==> config.mk <==
export PLATFORM = sky130hd
export DESIGN_NAME = tank_level_display_control
export DESIGN_NICKNAME = d
export VERILOG_FILES = /design/src/tank_display_pkg.sv /design/src/button_debounce.sv /design/src/tank_level_display_control.sv
export SDC_FILE = /design/constraint.sdc
export NUM_CORES = 1
export LEC_CHECK = 0
export BUFFER_PORTS_ARGS = -buffer_cell sky130_fd_sc_hd__buf_4
export CAP_MARGIN = 0
export CELL_PAD_IN_SITES_DETAIL_PLACEMENT = 0
export CELL_PAD_IN_SITES_GLOBAL_PLACEMENT = 1
export CORE_ASPECT_RATIO = 1.4
export CORE_MARGIN = 2
export CORE_UTILIZATION = 49
export CTS_BUF_LIST = sky130_fd_sc_hd__clkbuf_16
export CTS_CLUSTER_SIZE = 24
export DETAILED_ROUTE_END_ITERATION = 6
export GPL_ROUTABILITY_DRIVEN = 0
export HOLD_SLACK_MARGIN = 0.15
export PLACE_DENSITY_LB_ADDON = 0.1
export SYNTH_ARGS = -nofsm -noshare
export SYNTH_HDL_FRONTEND = slang
export SYNTH_HIERARCHICAL = 1
export SYNTH_SLANG_ARGS = --single-unit
export TNS_END_PERCENT = 50
==> constraint.sdc <==
create_clock -name mclk -period 3.1 [get_ports mclk]
set_clock_uncertainty 0.2 [all_clocks]
set_input_delay 0.155 -clock mclk [delete_from_list [all_inputs] [get_ports mclk]]
set_output_delay 0.155 -clock mclk [all_outputs]
set_load 0.005 [all_outputs]
==> src/tank_display_pkg.sv <==
package tank_display_pkg;

    localparam int CLK_HZ          = 25_000_000;
    localparam int ON_TIME_S       = 5;
    localparam int HOLD_LIMIT_S    = 300;
    localparam int REFRESH_S       = 1;
    localparam int DEBOUNCE_MS     = 20;
    localparam int BATTERY_VOLTAGE_BUTTON_REFRESH_MS = 250;
    localparam int TICK_MS         = 1;
    localparam int TICK_CYCLES     = CLK_HZ / 1000 * TICK_MS;
    localparam int ON_TIME_MS      = ON_TIME_S * 1000;
    localparam int HOLD_LIMIT_MS   = HOLD_LIMIT_S * 1000;
    localparam int REFRESH_MS      = REFRESH_S * 1000;

    localparam int NUM_BUTTONS     = 4;
    localparam int BTN_FRESH       = 0;
    localparam int BTN_GREY        = 1;
    localparam int BTN_BLACK       = 2;
    localparam int BTN_BATTERY_VOLTAGE_BUTTON        = 3;

    localparam logic [6:0] LEVEL_FULL  = 7'h64;
    localparam logic [3:0] ERR_NONE    = 4'h0;

    typedef enum logic [1:0] {
        SRC_FRESH,
        SRC_GREY,
        SRC_BLACK,
        SRC_BATTERY
    } source_type;

    // One sender report as delivered by the shared-wire receiver
    typedef struct packed {
        logic       valid;
        logic       checkOk;
        logic [1:0] tank;
        logic [6:0] level;
        logic [7:0] signalPower;
        logic [3:0] errCode;
    } report_type;

    // Readout contents; the digit decoder lives downstream
    typedef struct packed {
        logic       on;
        logic       battery;
        logic       error;
        logic [1:0] tank;
        logic [9:0] value;
        logic [3:0] errCode;
        logic       holdPoint;
        logic       diag;
    } readout_type;

endpackage : tank_display_pkg

==> src/button_debounce.sv <==
`timescale 1ns/1ps
module button_debounce #(
    parameter int STABLE_TICKS = 20
) (
    // Clock and reset
    input  wire logic mclk,
    input  wire logic rstn,
    input  wire logic tick,
    // Raw pin, active low
    input  wire logic rawN,
    // Cleaned level and press/release events
    output logic      pressed,
    output logic      pressPulse,
    output logic      releasePulse
);

    logic       sync1_q;
    logic       sync2_q;
    logic [7:0] count_q;

    always_ff @(posedge mclk or negedge rstn) begin
        if (!rstn) begin
            sync1_q <= 1'b0;
            sync2_q <= 1'b0;
        end else begin
            sync1_q <= ~rawN;
            sync2_q <= sync1_q;
        end
    end

    // Level must hold steady for the whole window before it is believed
    always_ff @(posedge mclk or negedge rstn) begin
        if (!rstn) begin
            count_q <= 8'h00;
            pressed <= 1'b0;
        end else if (sync2_q == pressed) begin
            count_q <= 8'h00;
        end else if (tick) begin
            if (count_q == 8'(STABLE_TICKS - 1)) begin
                pressed <= sync2_q;
                count_q <= 8'h00;
            end else begin
                count_q <= count_q + 8'h01;
            end
        end
    end

    always_ff @(posedge mclk or negedge rstn) begin
        if (!rstn) begin
            pressPulse   <= 1'b0;
            releasePulse <= 1'b0;
        end else begin
            pressPulse   <= tick && sync2_q && !pressed && count_q == 8'(STABLE_TICKS - 1);
            releasePulse <= tick && !sync2_q && pressed && count_q == 8'(STABLE_TICKS - 1);
        end
    end

endmodule : button_debounce

==> src/tank_level_display_control.sv <==
`timescale 1ns/1ps
module tank_level_display_control
    import tank_display_pkg::*;
#(
    parameter int ON_TIME_TICKS    = ON_TIME_MS,
    parameter int HOLD_LIMIT_TICKS = HOLD_LIMIT_MS,
    parameter int REFRESH_TICKS    = REFRESH_MS,
    parameter int BATTERY_VOLTAGE_BUTTON_TICKS       = BATTERY_VOLTAGE_BUTTON_REFRESH_MS,
    parameter int DEBOUNCE_TICKS   = DEBOUNCE_MS,
    parameter int TICK_LEN         = TICK_CYCLES
) (
    // Clock and reset
    input  wire logic                         mclk,
    input  wire logic                         rstn,
    // Front-panel buttons, active low
    input  wire logic [NUM_BUTTONS-1:0]       buttonN,
    // Sender reports from the shared-wire receiver
    input  wire tank_display_pkg::report_type report,
    // Battery measurement
    output logic                              battMeasureReq,
    input  wire logic                         battMeasureDone,
    input  wire logic [9:0]                   battDeciVolts,
    // Level refresh request towards the receiver
    output logic                              levelRefreshReq,
    output logic [1:0]                        levelRefreshTank,
    // Readout
    output tank_display_pkg::readout_type     readout
);
    import tank_display_pkg::*;

    typedef enum logic [2:0] {
        ST_OFF,
        ST_SHOW,
        ST_HOLD,
        ST_DIAG
    } mode_type;

    localparam int CNT_W = 20;

    logic                   tick;
    logic [15:0]            tickCnt_q;
    logic [NUM_BUTTONS-1:0] down;
    logic [NUM_BUTTONS-1:0] press;
    logic [NUM_BUTTONS-1:0] rel;
    mode_type               mode_q;
    source_type             src_q;
    logic                   holdArm_q;
    logic [CNT_W-1:0]       onCnt_q;
    logic [CNT_W-1:0]       holdCnt_q;
    logic [CNT_W-1:0]       refCnt_q;
    logic [6:0]             level_q [3];
    logic [3:0]             err_q [3];
    logic [9:0]             battery_voltage_button_q;
    logic                   anyPress;
    logic                   twoDown;
    logic                   tankPress;
    logic [1:0]             pressIdx;

    function automatic logic [1:0] firstSet(input logic [NUM_BUTTONS-1:0] v);
        logic [1:0] r;
        r = 2'h0;
        for (int i = NUM_BUTTONS - 1; i >= 0; i--) begin
            if (v[i]) begin
                r = 2'(i);
            end
        end
        return r;
    endfunction : firstSet

    function automatic logic [2:0] popCount(input logic [NUM_BUTTONS-1:0] v);
        logic [2:0] r;
        r = 3'h0;
        for (int i = 0; i < NUM_BUTTONS; i++) begin
            r = r + {2'h0, v[i]};
        end
        return r;
    endfunction : popCount

    // Millisecond tick shared by every timer
    always_ff @(posedge mclk or negedge rstn) begin
        if (!rstn) begin
            tickCnt_q <= 16'h0000;
            tick      <= 1'b0;
        end else if (tickCnt_q == 16'(TICK_LEN - 1)) begin
            tickCnt_q <= 16'h0000;
            tick      <= 1'b1;
        end else begin
            tickCnt_q <= tickCnt_q + 16'h0001;
            tick      <= 1'b0;
        end
    end

    // Only these four inputs steer the modes; reports and battery readings only fill the readout
    generate
        for (genvar b = 0; b < NUM_BUTTONS; b++) begin : g_btn
            button_debounce #(
                .STABLE_TICKS (DEBOUNCE_TICKS)
            ) u_deb (
                .mclk         (mclk),
                .rstn         (rstn),
                .tick         (tick),
                .rawN         (buttonN[b]),
                .pressed      (down[b]),
                .pressPulse   (press[b]),
                .releasePulse (rel[b])
            );
        end
    endgenerate

    assign anyPress  = |press;
    assign twoDown   = popCount(down) >= 3'h2;
    assign tankPress = |press[BTN_BLACK:BTN_FRESH];
    assign pressIdx  = firstSet(press);

    // Mode sequencing
    always_ff @(posedge mclk or negedge rstn) begin
        if (!rstn) begin
            mode_q    <= ST_OFF;
            src_q     <= SRC_FRESH;
            holdArm_q <= 1'b0;
        end else begin
            unique case (mode_q)
                ST_OFF, ST_SHOW: begin
                    if (twoDown) begin
                        mode_q <= ST_DIAG;
                    end else if (anyPress) begin
                        // Same tank again while shown arms hold for the release
                        holdArm_q <= mode_q == ST_SHOW && src_q == source_type'(pressIdx)
                                     && pressIdx != 2'(BTN_BATTERY_VOLTAGE_BUTTON);
                        src_q     <= source_type'(pressIdx);
                        mode_q    <= ST_SHOW;
                    end else if (holdArm_q && rel[src_q]) begin
                        mode_q    <= ST_HOLD;
                        holdArm_q <= 1'b0;
                    end else if (mode_q == ST_SHOW && !down[src_q] && !holdArm_q
                                 && onCnt_q == CNT_W'(ON_TIME_TICKS)) begin
                        mode_q <= ST_OFF;
                    end
                end
                ST_HOLD: begin
                    if (twoDown) begin
                        mode_q <= ST_DIAG;
                    end else if (tankPress || holdCnt_q == CNT_W'(HOLD_LIMIT_TICKS)) begin
                        mode_q <= ST_OFF;
                    end else if (press[BTN_BATTERY_VOLTAGE_BUTTON]) begin
                        src_q  <= SRC_BATTERY;
                        mode_q <= ST_SHOW;
                    end
                end
                ST_DIAG: begin
                    // Leaves once every button is up; the sub-menus are not built
                    if (down == '0) begin
                        mode_q    <= ST_OFF;
                        holdArm_q <= 1'b0;
                    end
                end
                default: mode_q <= ST_OFF;
            endcase
        end
    end

    // On-time counter, restarted by any press
    always_ff @(posedge mclk or negedge rstn) begin
        if (!rstn) begin
            onCnt_q <= '0;
        end else if (anyPress || mode_q != ST_SHOW || down[src_q]) begin
            onCnt_q <= '0;
        end else if (tick && onCnt_q != CNT_W'(ON_TIME_TICKS)) begin
            onCnt_q <= onCnt_q + 1'b1;
        end
    end

    always_ff @(posedge mclk or negedge rstn) begin
        if (!rstn) begin
            holdCnt_q <= '0;
        end else if (mode_q != ST_HOLD) begin
            holdCnt_q <= '0;
        end else if (tick && holdCnt_q != CNT_W'(HOLD_LIMIT_TICKS)) begin
            holdCnt_q <= holdCnt_q + 1'b1;
        end
    end

    // Periodic refresh: one second in hold, faster while battery held
    always_ff @(posedge mclk or negedge rstn) begin
        if (!rstn) begin
            refCnt_q         <= '0;
            levelRefreshReq  <= 1'b0;
            levelRefreshTank <= 2'h0;
            battMeasureReq   <= 1'b0;
        end else begin
            levelRefreshReq <= 1'b0;
            battMeasureReq  <= 1'b0;
            if (anyPress) begin
                // A tank press in hold only blanks, so no fresh reading is fetched
                refCnt_q         <= '0;
                levelRefreshReq  <= pressIdx != 2'(BTN_BATTERY_VOLTAGE_BUTTON) && mode_q != ST_HOLD;
                levelRefreshTank <= pressIdx;
                battMeasureReq   <= pressIdx == 2'(BTN_BATTERY_VOLTAGE_BUTTON);
            end else if (mode_q == ST_HOLD) begin
                if (tick) begin
                    if (refCnt_q == CNT_W'(REFRESH_TICKS - 1)) begin
                        refCnt_q         <= '0;
                        levelRefreshReq  <= 1'b1;
                        levelRefreshTank <= 2'(src_q);
                    end else begin
                        refCnt_q <= refCnt_q + 1'b1;
                    end
                end
            end else if (mode_q == ST_SHOW && src_q == SRC_BATTERY && down[BTN_BATTERY_VOLTAGE_BUTTON]) begin
                if (tick) begin
                    if (refCnt_q == CNT_W'(BATTERY_VOLTAGE_BUTTON_TICKS - 1)) begin
                        refCnt_q       <= '0;
                        battMeasureReq <= 1'b1;
                    end else begin
                        refCnt_q <= refCnt_q + 1'b1;
                    end
                end
            end else begin
                refCnt_q <= '0;
            end
        end
    end

    // Stored readings; a report failing its check is dropped
    always_ff @(posedge mclk or negedge rstn) begin
        if (!rstn) begin
            for (int t = 0; t < 3; t++) begin
                level_q[t] <= 7'h00;
                err_q[t]   <= ERR_NONE;
            end
        end else if (report.valid && report.checkOk && report.tank != 2'h3) begin
            err_q[report.tank] <= report.errCode;
            if (report.errCode == ERR_NONE) begin
                level_q[report.tank] <= (report.level > LEVEL_FULL) ? LEVEL_FULL
                                                                    : report.level;
            end
        end
    end

    always_ff @(posedge mclk or negedge rstn) begin
        if (!rstn) begin
            battery_voltage_button_q <= 10'h000;
        end else if (battMeasureDone) begin
            battery_voltage_button_q <= battDeciVolts;
        end
    end

    // Registered readout
    always_ff @(posedge mclk or negedge rstn) begin
        if (!rstn) begin
            readout <= '0;
        end else begin
            readout.on        <= mode_q != ST_OFF;
            readout.diag      <= mode_q == ST_DIAG;
            readout.battery   <= src_q == SRC_BATTERY;
            readout.tank      <= 2'(src_q);
            readout.holdPoint <= mode_q == ST_HOLD;
            if (src_q == SRC_BATTERY) begin
                readout.value   <= battery_voltage_button_q;
                readout.error   <= 1'b0;
                readout.errCode <= ERR_NONE;
            end else begin
                readout.value   <= {3'h0, level_q[src_q]};
                readout.error   <= err_q[src_q] != ERR_NONE;
                readout.errCode <= err_q[src_q];
            end
        end
    end

endmodule : tank_level_display_control

==> impl_metrics.toml, run 1 <==
[synth]
synth_nets = 957
syn-instance-count = 900
synth_area_leaders = "dfrtp_1 (52%), mux2_2 (4.2%), nand2_1 (3.3%)"
synth_ff_type = "dfrtp_1"
syn_area_sq_mm = 0.00981
synth_most_common_cell = "dfrtp_1"
synthArstFlopShare_pct = 100
syn_avg_cell_area_sq_um = 10.9
yosys_warnings = 6
ys_seq_area_share_pct = 51.5
post_synth_num_cell_types = 68
synth_largest_area_cell = "dfrtp_1"
synth_top_area_share_pct = 51.5
ys_ff_latch = 202
synth_edf_count = 0
synth_common_cells = "dfrtp_1 (202), nand2_1 (86), nor2_1 (82)"

[critical_path]
cp-startpoint = "onCnt_q[0]"
arrival_ps = 2870
cp.required_ps = 3270
worstSetupEndpointType = "register"
worstRegToRegCells = 8
r2r_slack_ps = 400
crit_end = "onCnt_q[14]"
critical_path_class = "register to register"
crit_path_max_fanout = 11
critPathLaunchType = "register"
reg2reg_from = "onCnt_q[0]"
r2r_end = "onCnt_q[14]"

[final_layout]
n_antenna_cell = 0
nets = 1074
syn_to_final_growth_pct = 19.4
design_area_sq_mm = 0.0117
layout-drive-gt1-share_pct = 17.9

[cts]
cts_buffer_depth = 3
ctsResizeCount = 0
cts_num_sinks = 202
clkTransAtPathRegs_ps = 60
clock_latency_ps = 500
hold_buffers = 55
cts_setup_buffers = 0
h-tree-depth = 1
numCtsBuffers = 22
cts_root_buffer = "clkbuf_16"
cts_tree = "done"

[place]
placed_cell_area_sq_mm = 0.0105
hpwl_um = 14100
port_buffers = 56

[timing]
setup_viol = 0
period_share_pct = 87.2
timing.fmax_mhz = 370
slew_headroom_pct = 29.7
post-route-min-period_ps = 2700
worstMarginPinSlew_ps = 1050
fin_tns_setup_ps = 0
maxSlewViolCount = 0
rsz0062_at_grt = "no"
finalHoldViolCount = 0

[route]
wl_per_cell_um = 16.4
wl_um = 21100
drc = 0
vias = 7289
drtIter0Drc = 349
ant_nets = 0
vias_per_cell = 5.68
dr.pass1.iters = 5

[pwr]
ir_drop_v = 0.000462
p_leak_nw = 5.16
powerDensity_mw_per_mm2 = 475

[grt]
antenna_found_initial = 0
grt.overflow.total = 0
grt_util_all_layers_pct = 20.8
grt_pass1_wl_um = 35900
grt_max_degree = 86
grt_pass1_vias = 7650

[floorplanning]
dieArea_sq_mm = 0.0212
initial_core_util_pct = 49.6
die_y_um = 171
die_w_um = 124
ioPinCount = 65
rows = 61
fp.coreArea_sq_mm = 0.0198

[status]
status = "completed"

[job]
drv_cap = 0

[min_path]
min_path_type = "register to register"
[flip-flops by register name, indices dropped and copies added (netlist names), 12 cells and up]
signal,cells
level_q,21
onCnt_q,20
g_btn.u_deb/count_q,32
refCnt_q,20
holdCnt_q,20
readout,21
tickCnt_q,16
err_q,12
[power breakdown]
group          internal [mW]  switching, mW  total [mW]
Combinational          0.184          0.146       0.329
Clock                   1.42           1.04        2.46
Sequential              2.73         0.0450        2.77
[per-layer routing]
metal  vias to the layer above  track usage (%)  routed length, um
li1                       3462                -                  -
met1                      3661             24.8               8730
met2                       130             37.9              11200
met3                        36             3.05                709
met4                         0             6.62                437
met5                         -                0                  0
[worst max-delay path, cell delays in order (launching register included)]
cell,delay (ps)
dfrtp_1,400
inv_1,110
ha_1,140
or4bb_1,470
or3_4,440
o211ai_2,410
nor3_1,140
xnor2_1,190
nor2_1,50
[metrics by stage]
step	util [%]	setup slack, ps	hold WS [ps]	total power, mW	instances
6_report	59.3	396	148	5.56	1284
5_1_grt	59.3	248	164	5.80	1284
4_1_cts	59.3	386	151	5.64	1284
3_5_place_dp	53.1	391	77.6	3.08	1190
3_3_place_gp	53.1	483	54.8	3.07	1190
2_1_floorplan	-	695	-341	2.91	900
[kinds of logic after synthesis]
| kind of cell | share of synthesized area, % |
|---|---|
| AO/OA/AOI/OAI | 9.88 |
| XOR/XNOR | 5.27 |
| adder cells (fa/ha/maj) | 2.25 |
| buffers and inverters | 2.85 |
| flip-flops | 51.5 |
| multiplexers | 6.93 |
| AND/OR/NAND/NOR | 21.3 |
[how the worst min path moves through the flow]
stage / slack (ps) / to / depth (start not counted) / from
2_1_floorplan: -340 / battMeasureReq / 0 / rstn
3_3_place_gp: 50 / refCnt_q[19] / 1 / rstn
3_5_place_dp: 80 / refCnt_q[18] / 1 / rstn
4_1_cts: 150 / g_btn[1].u_deb/sync2_q / 0 / g_btn[1].u_deb/sync1_q
5_1_grt: 160 / g_btn[1].u_deb/sync2_q / 0 / g_btn[1].u_deb/sync1_q
6_report: 150 / g_btn[1].u_deb/sync2_q / 0 / g_btn[1].u_deb/sync1_q
[layout make-up]
| type | instances | area (sq um) |
|---|---|---|
| fill | 1615 | 8050 |
| sequential | 202 | 5050 |
| multi-input combinational | 639 | 4470 |
| timing repair buffer | 123 | 1090 |
| clock buffer | 23 | 576 |
| tap | 252 | 315 |
| inverter | 29 | 109 |
| clock inverter | 16 | 93.8 |
[layout by cell type (no fill, tap or decap), types with 10 or more instances in the layout]
master / count
dfrtp_1: 202
nand2_1: 86
nor2_1: 82
buf_4: 65
dlygate4sd3_1: 55
nand3_1: 52
mux2_2: 37
o21ai_0: 35
inv_1: 33
xnor2_1: 30
xor2_1: 29
and3_1: 24
nand4_1: 23
clkbuf_16: 23
a21oi_1: 18
ha_1: 16
a31oi_1: 14
nor3_1: 12
nand2_2: 12
a41oi_1: 12
or3_1: 11
nand3b_1: 11
nor4_1: 10
(Power assumes the default switching activity.)
==> run 2, diff against run 1 <==
Settings changed: PLACE_DENSITY set to 0.8, PLACE_DENSITY_LB_ADDON 0.1 to unset.
==> run 2 against run 1 <==
Combinational power barely moved. Die area unchanged. Worst hold slack better by 5.2 ps. First-iteration DRC count grew 1.1%. Utilization up 0.75 points. Critical endpoint unchanged. Register-to-register slack improved by 70 ps. Critical path type unchanged.
==> impl_metrics.toml, run 2 (synthesis gave the netlist of run 1 again) <==
[status]
status = "completed"

[job]
drv_cap = 0

[cts]
h-tree-depth = 1
cts_root_buffer = "clkbuf_16"
cts_num_sinks = 202
clkTransAtPathRegs_ps = 60
ctsResizeCount = 0
cts_setup_buffers = 0
cts_tree = "done"
cts_buffer_depth = 3
numCtsBuffers = 22
clock_latency_ps = 510

[final_layout]
largest_reg_flops = 32
post-route-util_pct = 60.0
nets = 1075
final_common_cell = "dfrtp_1"
syn_to_final_growth_pct = 20.9
layout-drive-gt1-share_pct = 18.4
design_area_sq_mm = 0.0119
largest_register = "g_btn.u_deb/count_q"
instances_no_fill = 1285
n_antenna_cell = 0
final_cell_mix = "dfrtp_1 (202), nand2_1 (86), nor2_1 (82), buf_4 (66), dlygate4sd3_1 (55)"
top_regs = "g_btn.u_deb/count_q: 32 flops, level_q: 21 flops, readout: 21 flops"

[timing]
post-route-min-period_ps = 2630
maxSlewViolCount = 0
worst_slack_ps = 466
worstMarginPinSlew_ps = 786
hold_slack_ps = 153
rsz0062_at_grt = "no"
setup_viol = 0
fin_tns_setup_ps = 0
timing.fmax_mhz = 380
finalHoldViolCount = 0
period_share_pct = 85.0
slew_headroom_pct = 47.1

[route]
wl_per_cell_um = 15.5
drc = 0
drtIter0Drc = 353
ant_nets = 0
vias_per_cell = 5.55
vias = 7127
dr.pass1.iters = 4
wl_um = 20000

[place]
port_buffers = 56
place_inst = 1191
placed_cell_area_sq_mm = 0.0105
hpwl_um = 12900
place_worst_setup_slack_ps = 454

[pwr]
p_leak_nw = 5.20
total_power_mw = 6.01
ir_drop_v = 0.000433
powerDensity_mw_per_mm2 = 507

[grt]
antenna_found_initial = 0
grt_util_all_layers_pct = 19.9
grt_max_degree = 78
grt_pass1_vias = 7120
grt.overflow.total = 0
grt_pass1_wl_um = 34400

[floorplanning]
rows = 61
ioPinCount = 65
die_w_um = 124
initial_core_util_pct = 49.6
dieArea_sq_mm = 0.0212
die_y_um = 171
fp.coreArea_sq_mm = 0.0198

[critical_path]
arrival_ps = 2810
worstSetupEndpointType = "register"
cp.required_ps = 3280
crit_path_max_fanout = 11
critPathLaunchType = "register"
critical_path_class = "register to register"

[min_path]
min_path_type = "register to register"
## run 2: worst paths after layout
check                                       start                endpoint  slack, ps  cells after the start
min                        g_btn[1].u_deb/sync1_q  g_btn[1].u_deb/sync2_q        150                      0
min reg2reg                g_btn[1].u_deb/sync1_q  g_btn[1].u_deb/sync2_q        150                      0
min in group asynchronous                    rstn            refCnt_q[18]        570                      3
max                                    onCnt_q[0]             onCnt_q[14]        470                      8
max reg2reg                            onCnt_q[0]             onCnt_q[14]        470                      8
max in group asynchronous                    rstn            tickCnt_q[0]       1320                      4
## run 2: what timing repair did
action | 4_1_cts | 5_1_grt
setup endpoints to repair | 0 | 0
hold endpoints to repair | 249 | 0
hold buffers | 55 | 0
## run 2: routing by layer
layer | up-vias | part of all wire (%) | track usage, %
li1 | 3456 | - | -
met1 | 3530 | 42 | 25.0
met2 | 108 | 51 | 34.6
met3 | 33 | 4.3 | 3.28
met4 | 0 | 2.6 | 6.47
met5 | - | 0 | 0
## run 2: power by group
group	total (mW)	internal (mW)	switching, mW
logic	0.328	0.183	0.146
clock network	2.91	1.84	1.07
registers	2.77	2.73	0.0438
total	6.01	4.75	1.26
## run 2: layout make-up
type                       instances  area (sq um)
multi-input combinational        639          4470
timing repair buffer             124          1100
sequential                       202          5050
clock buffer                      23           576
clock inverter                    16           234
fill                            1604          7910
tap                              252           315
inverter                          29           109
## run 2: critical path: stages, from the launching register on
cell and delay, ps:
dfrtp_1 390, inv_1 110, ha_1 150, or4bb_1 470, or3_4 450, o211ai_2 410
nor3_1 120, xnor2_1 150, nor2_1 50
==> run 3, diff against run 2 <==
Clock period 3.1 ns to 2.58 ns, I/O delays scaled along.
==> run 3 against run 2 <==
Worst hold slack improved by 3.0 ps. Critical path depth decreased by 1. Wire length increased by 2.7%. Register-to-register slack got worse by 360 ps. First-iteration DRC count decreased by 19%. Clock-buffer cell count unchanged. Die area unchanged. Power increased by 13%. Critical path type is now primary input to register. Largest cell class unchanged. Highest routed layer unchanged.
==> impl_metrics.toml, run 3 (synthesis gave the netlist of run 1 again) <==
[timing]
setup_viol = 0
slew_headroom_pct = 50.8
maxSlewViolCount = 0
worst_slack_ps = 81.2
post-route-min-period_ps = 2500
timing.fmax_mhz = 400
worstMarginPinSlew_ps = 731
finalHoldViolCount = 0
period_share_pct = 96.9
hold_slack_ps = 156

[final_layout]
top_regs = "g_btn.u_deb/count_q: 32 flops, level_q: 21 flops, readout: 21 flops"
n_antenna_cell = 0
final_cell_mix = "dfrtp_1 (202), nand2_1 (86), buf_4 (83), nor2_1 (82), dlygate4sd3_1 (63)"
nets = 1101
largest_register = "g_btn.u_deb/count_q"
final_common_cell = "dfrtp_1"
largest_reg_flops = 32
syn_to_final_growth_pct = 21.9
layout-drive-gt1-share_pct = 19.5
num-fill-cells = 1658
design_area_sq_mm = 0.0120

[grt]
grt_max_degree = 65
antenna_found_initial = 0
grt.overflow.total = 0
grt_util_all_layers_pct = 20.5
grt_pass1_vias = 7429
grt_pass1_wl_um = 35500

[cts]
cts_buffer_depth = 3
clock_latency_ps = 500
h-tree-depth = 1
cts_num_sinks = 202
clkTransAtPathRegs_ps = 60
cts_root_buffer = "clkbuf_16"
cts_tree = "done"
numCtsBuffers = 22

[place]
port_buffers = 56
place_worst_setup_slack_ps = 97.5
placed_cell_area_sq_mm = 0.0106
hpwl_um = 13300

[pwr]
p_leak_nw = 5.29
powerDensity_mw_per_mm2 = 568
total_power_mw = 6.79
ir_drop_v = 0.000569

[floorplanning]
initial_core_util_pct = 49.6
fp.coreArea_sq_mm = 0.0198
die_w_um = 124
rows = 61
die_y_um = 171
ioPinCount = 65
dieArea_sq_mm = 0.0212

[critical_path]
reg2reg_from = "onCnt_q[0]"
r2r_end = "onCnt_q[5]"
critical_path_class = "primary input to register"
r2r_slack_ps = 110
worstRegToRegCells = 8
critPathLaunchType = "primary input"
worstSetupEndpointType = "register"
cp.required_ps = 2760
arrival_ps = 2680
crit_path_max_fanout = 12

[min_path]
holdPathStages = 0
holdPathEnd = "g_btn[1].u_deb/sync2_q"
hold_start = "g_btn[1].u_deb/sync1_q"
min_path_type = "register to register"

[route]
vias = 7229
drtIter0Drc = 286
wl_um = 20500
dr.pass1.iters = 4
drc = 0
vias_per_cell = 5.53
ant_nets = 0
wl_per_cell_um = 15.7

[status]
status = "completed"

[job]
drv_cap = 0
## run 3: changes by cell type in the layout (fill, tap and decap cells not counted), sizes merged
cell         previous run  this run
clkinv                  4         7
bufinv                  6         2
inv                    31        32
dlygate4sd3            55        63
buf                    68        86
clkinvlp                4         1
## run 3: report_power, final
| part | switching, mW | internal, mW |
|---|---|---|
| sequential | 0.0531 | 3.28 |
| combinational | 0.179 | 0.231 |
| clock | 1.25 | 1.80 |
## run 3: per-stage QoR
stage                     util [%]  instances  TNS [ps]
after floorplan                  -        900         0
after global placement        53.6       1203         0
after detailed placement      53.6       1203         0
after CTS                     60.2       1302         0
after global routing          60.5       1308     -54.3
final                         60.5       1308         0
## run 3: worst max-delay path by stage
stage,from,endpoint,depth (start not counted),slack (ps)
finish,report[1],level_q[6],7,80
global route,onCnt_q[1],onCnt_q[16],8,-30
CTS,onCnt_q[1],onCnt_q[11],8,90
detailed placement,onCnt_q[1],mode_q[0],7,100
global placement,onCnt_q[1],mode_q[0],7,130
floorplan,onCnt_q[0],onCnt_q[10],9,170
## run 3: layout make-up
type	count	area [sq um]	area share, %
flip-flops and latches	202	5050	42.3
multi-input cells	639	4470	37.4
repair buffers	150	1320	11.0
clock buffers	23	576	4.81
well taps	252	315	2.64
clock inverters	13	111	0.931
inverters	29	109	0.910
## run 3: critical path, cell delays in order
cell and delay (ps):
dlygate4sd3_1 550, buf_4 160, nor4_1 650, nand3_1 140
buf_4 210, mux2_2 270, dlygate4sd3_1 560
## run 3: repair_timing
| item | in CTS | in global routing |
|---|---|---|
| hold buffers | 63 | 0 |
| endpoints found under the hold margin | 250 | 0 |
| setup buffers | 0 | 6 |
| setup endpoints to repair | 0 | 8 |
| gates resized for setup | 0 | 2 |
## run 3: metal layers
metal / GRT usage, % / routed length (um) / up-vias
met5: 0 / 0 / -
met4: 5.68 / 409 / 0
met3: 3.45 / 834 / 35
met2: 36.3 / 10600 / 116
met1: 25.8 / 8690 / 3571
li1: - / - / 3507
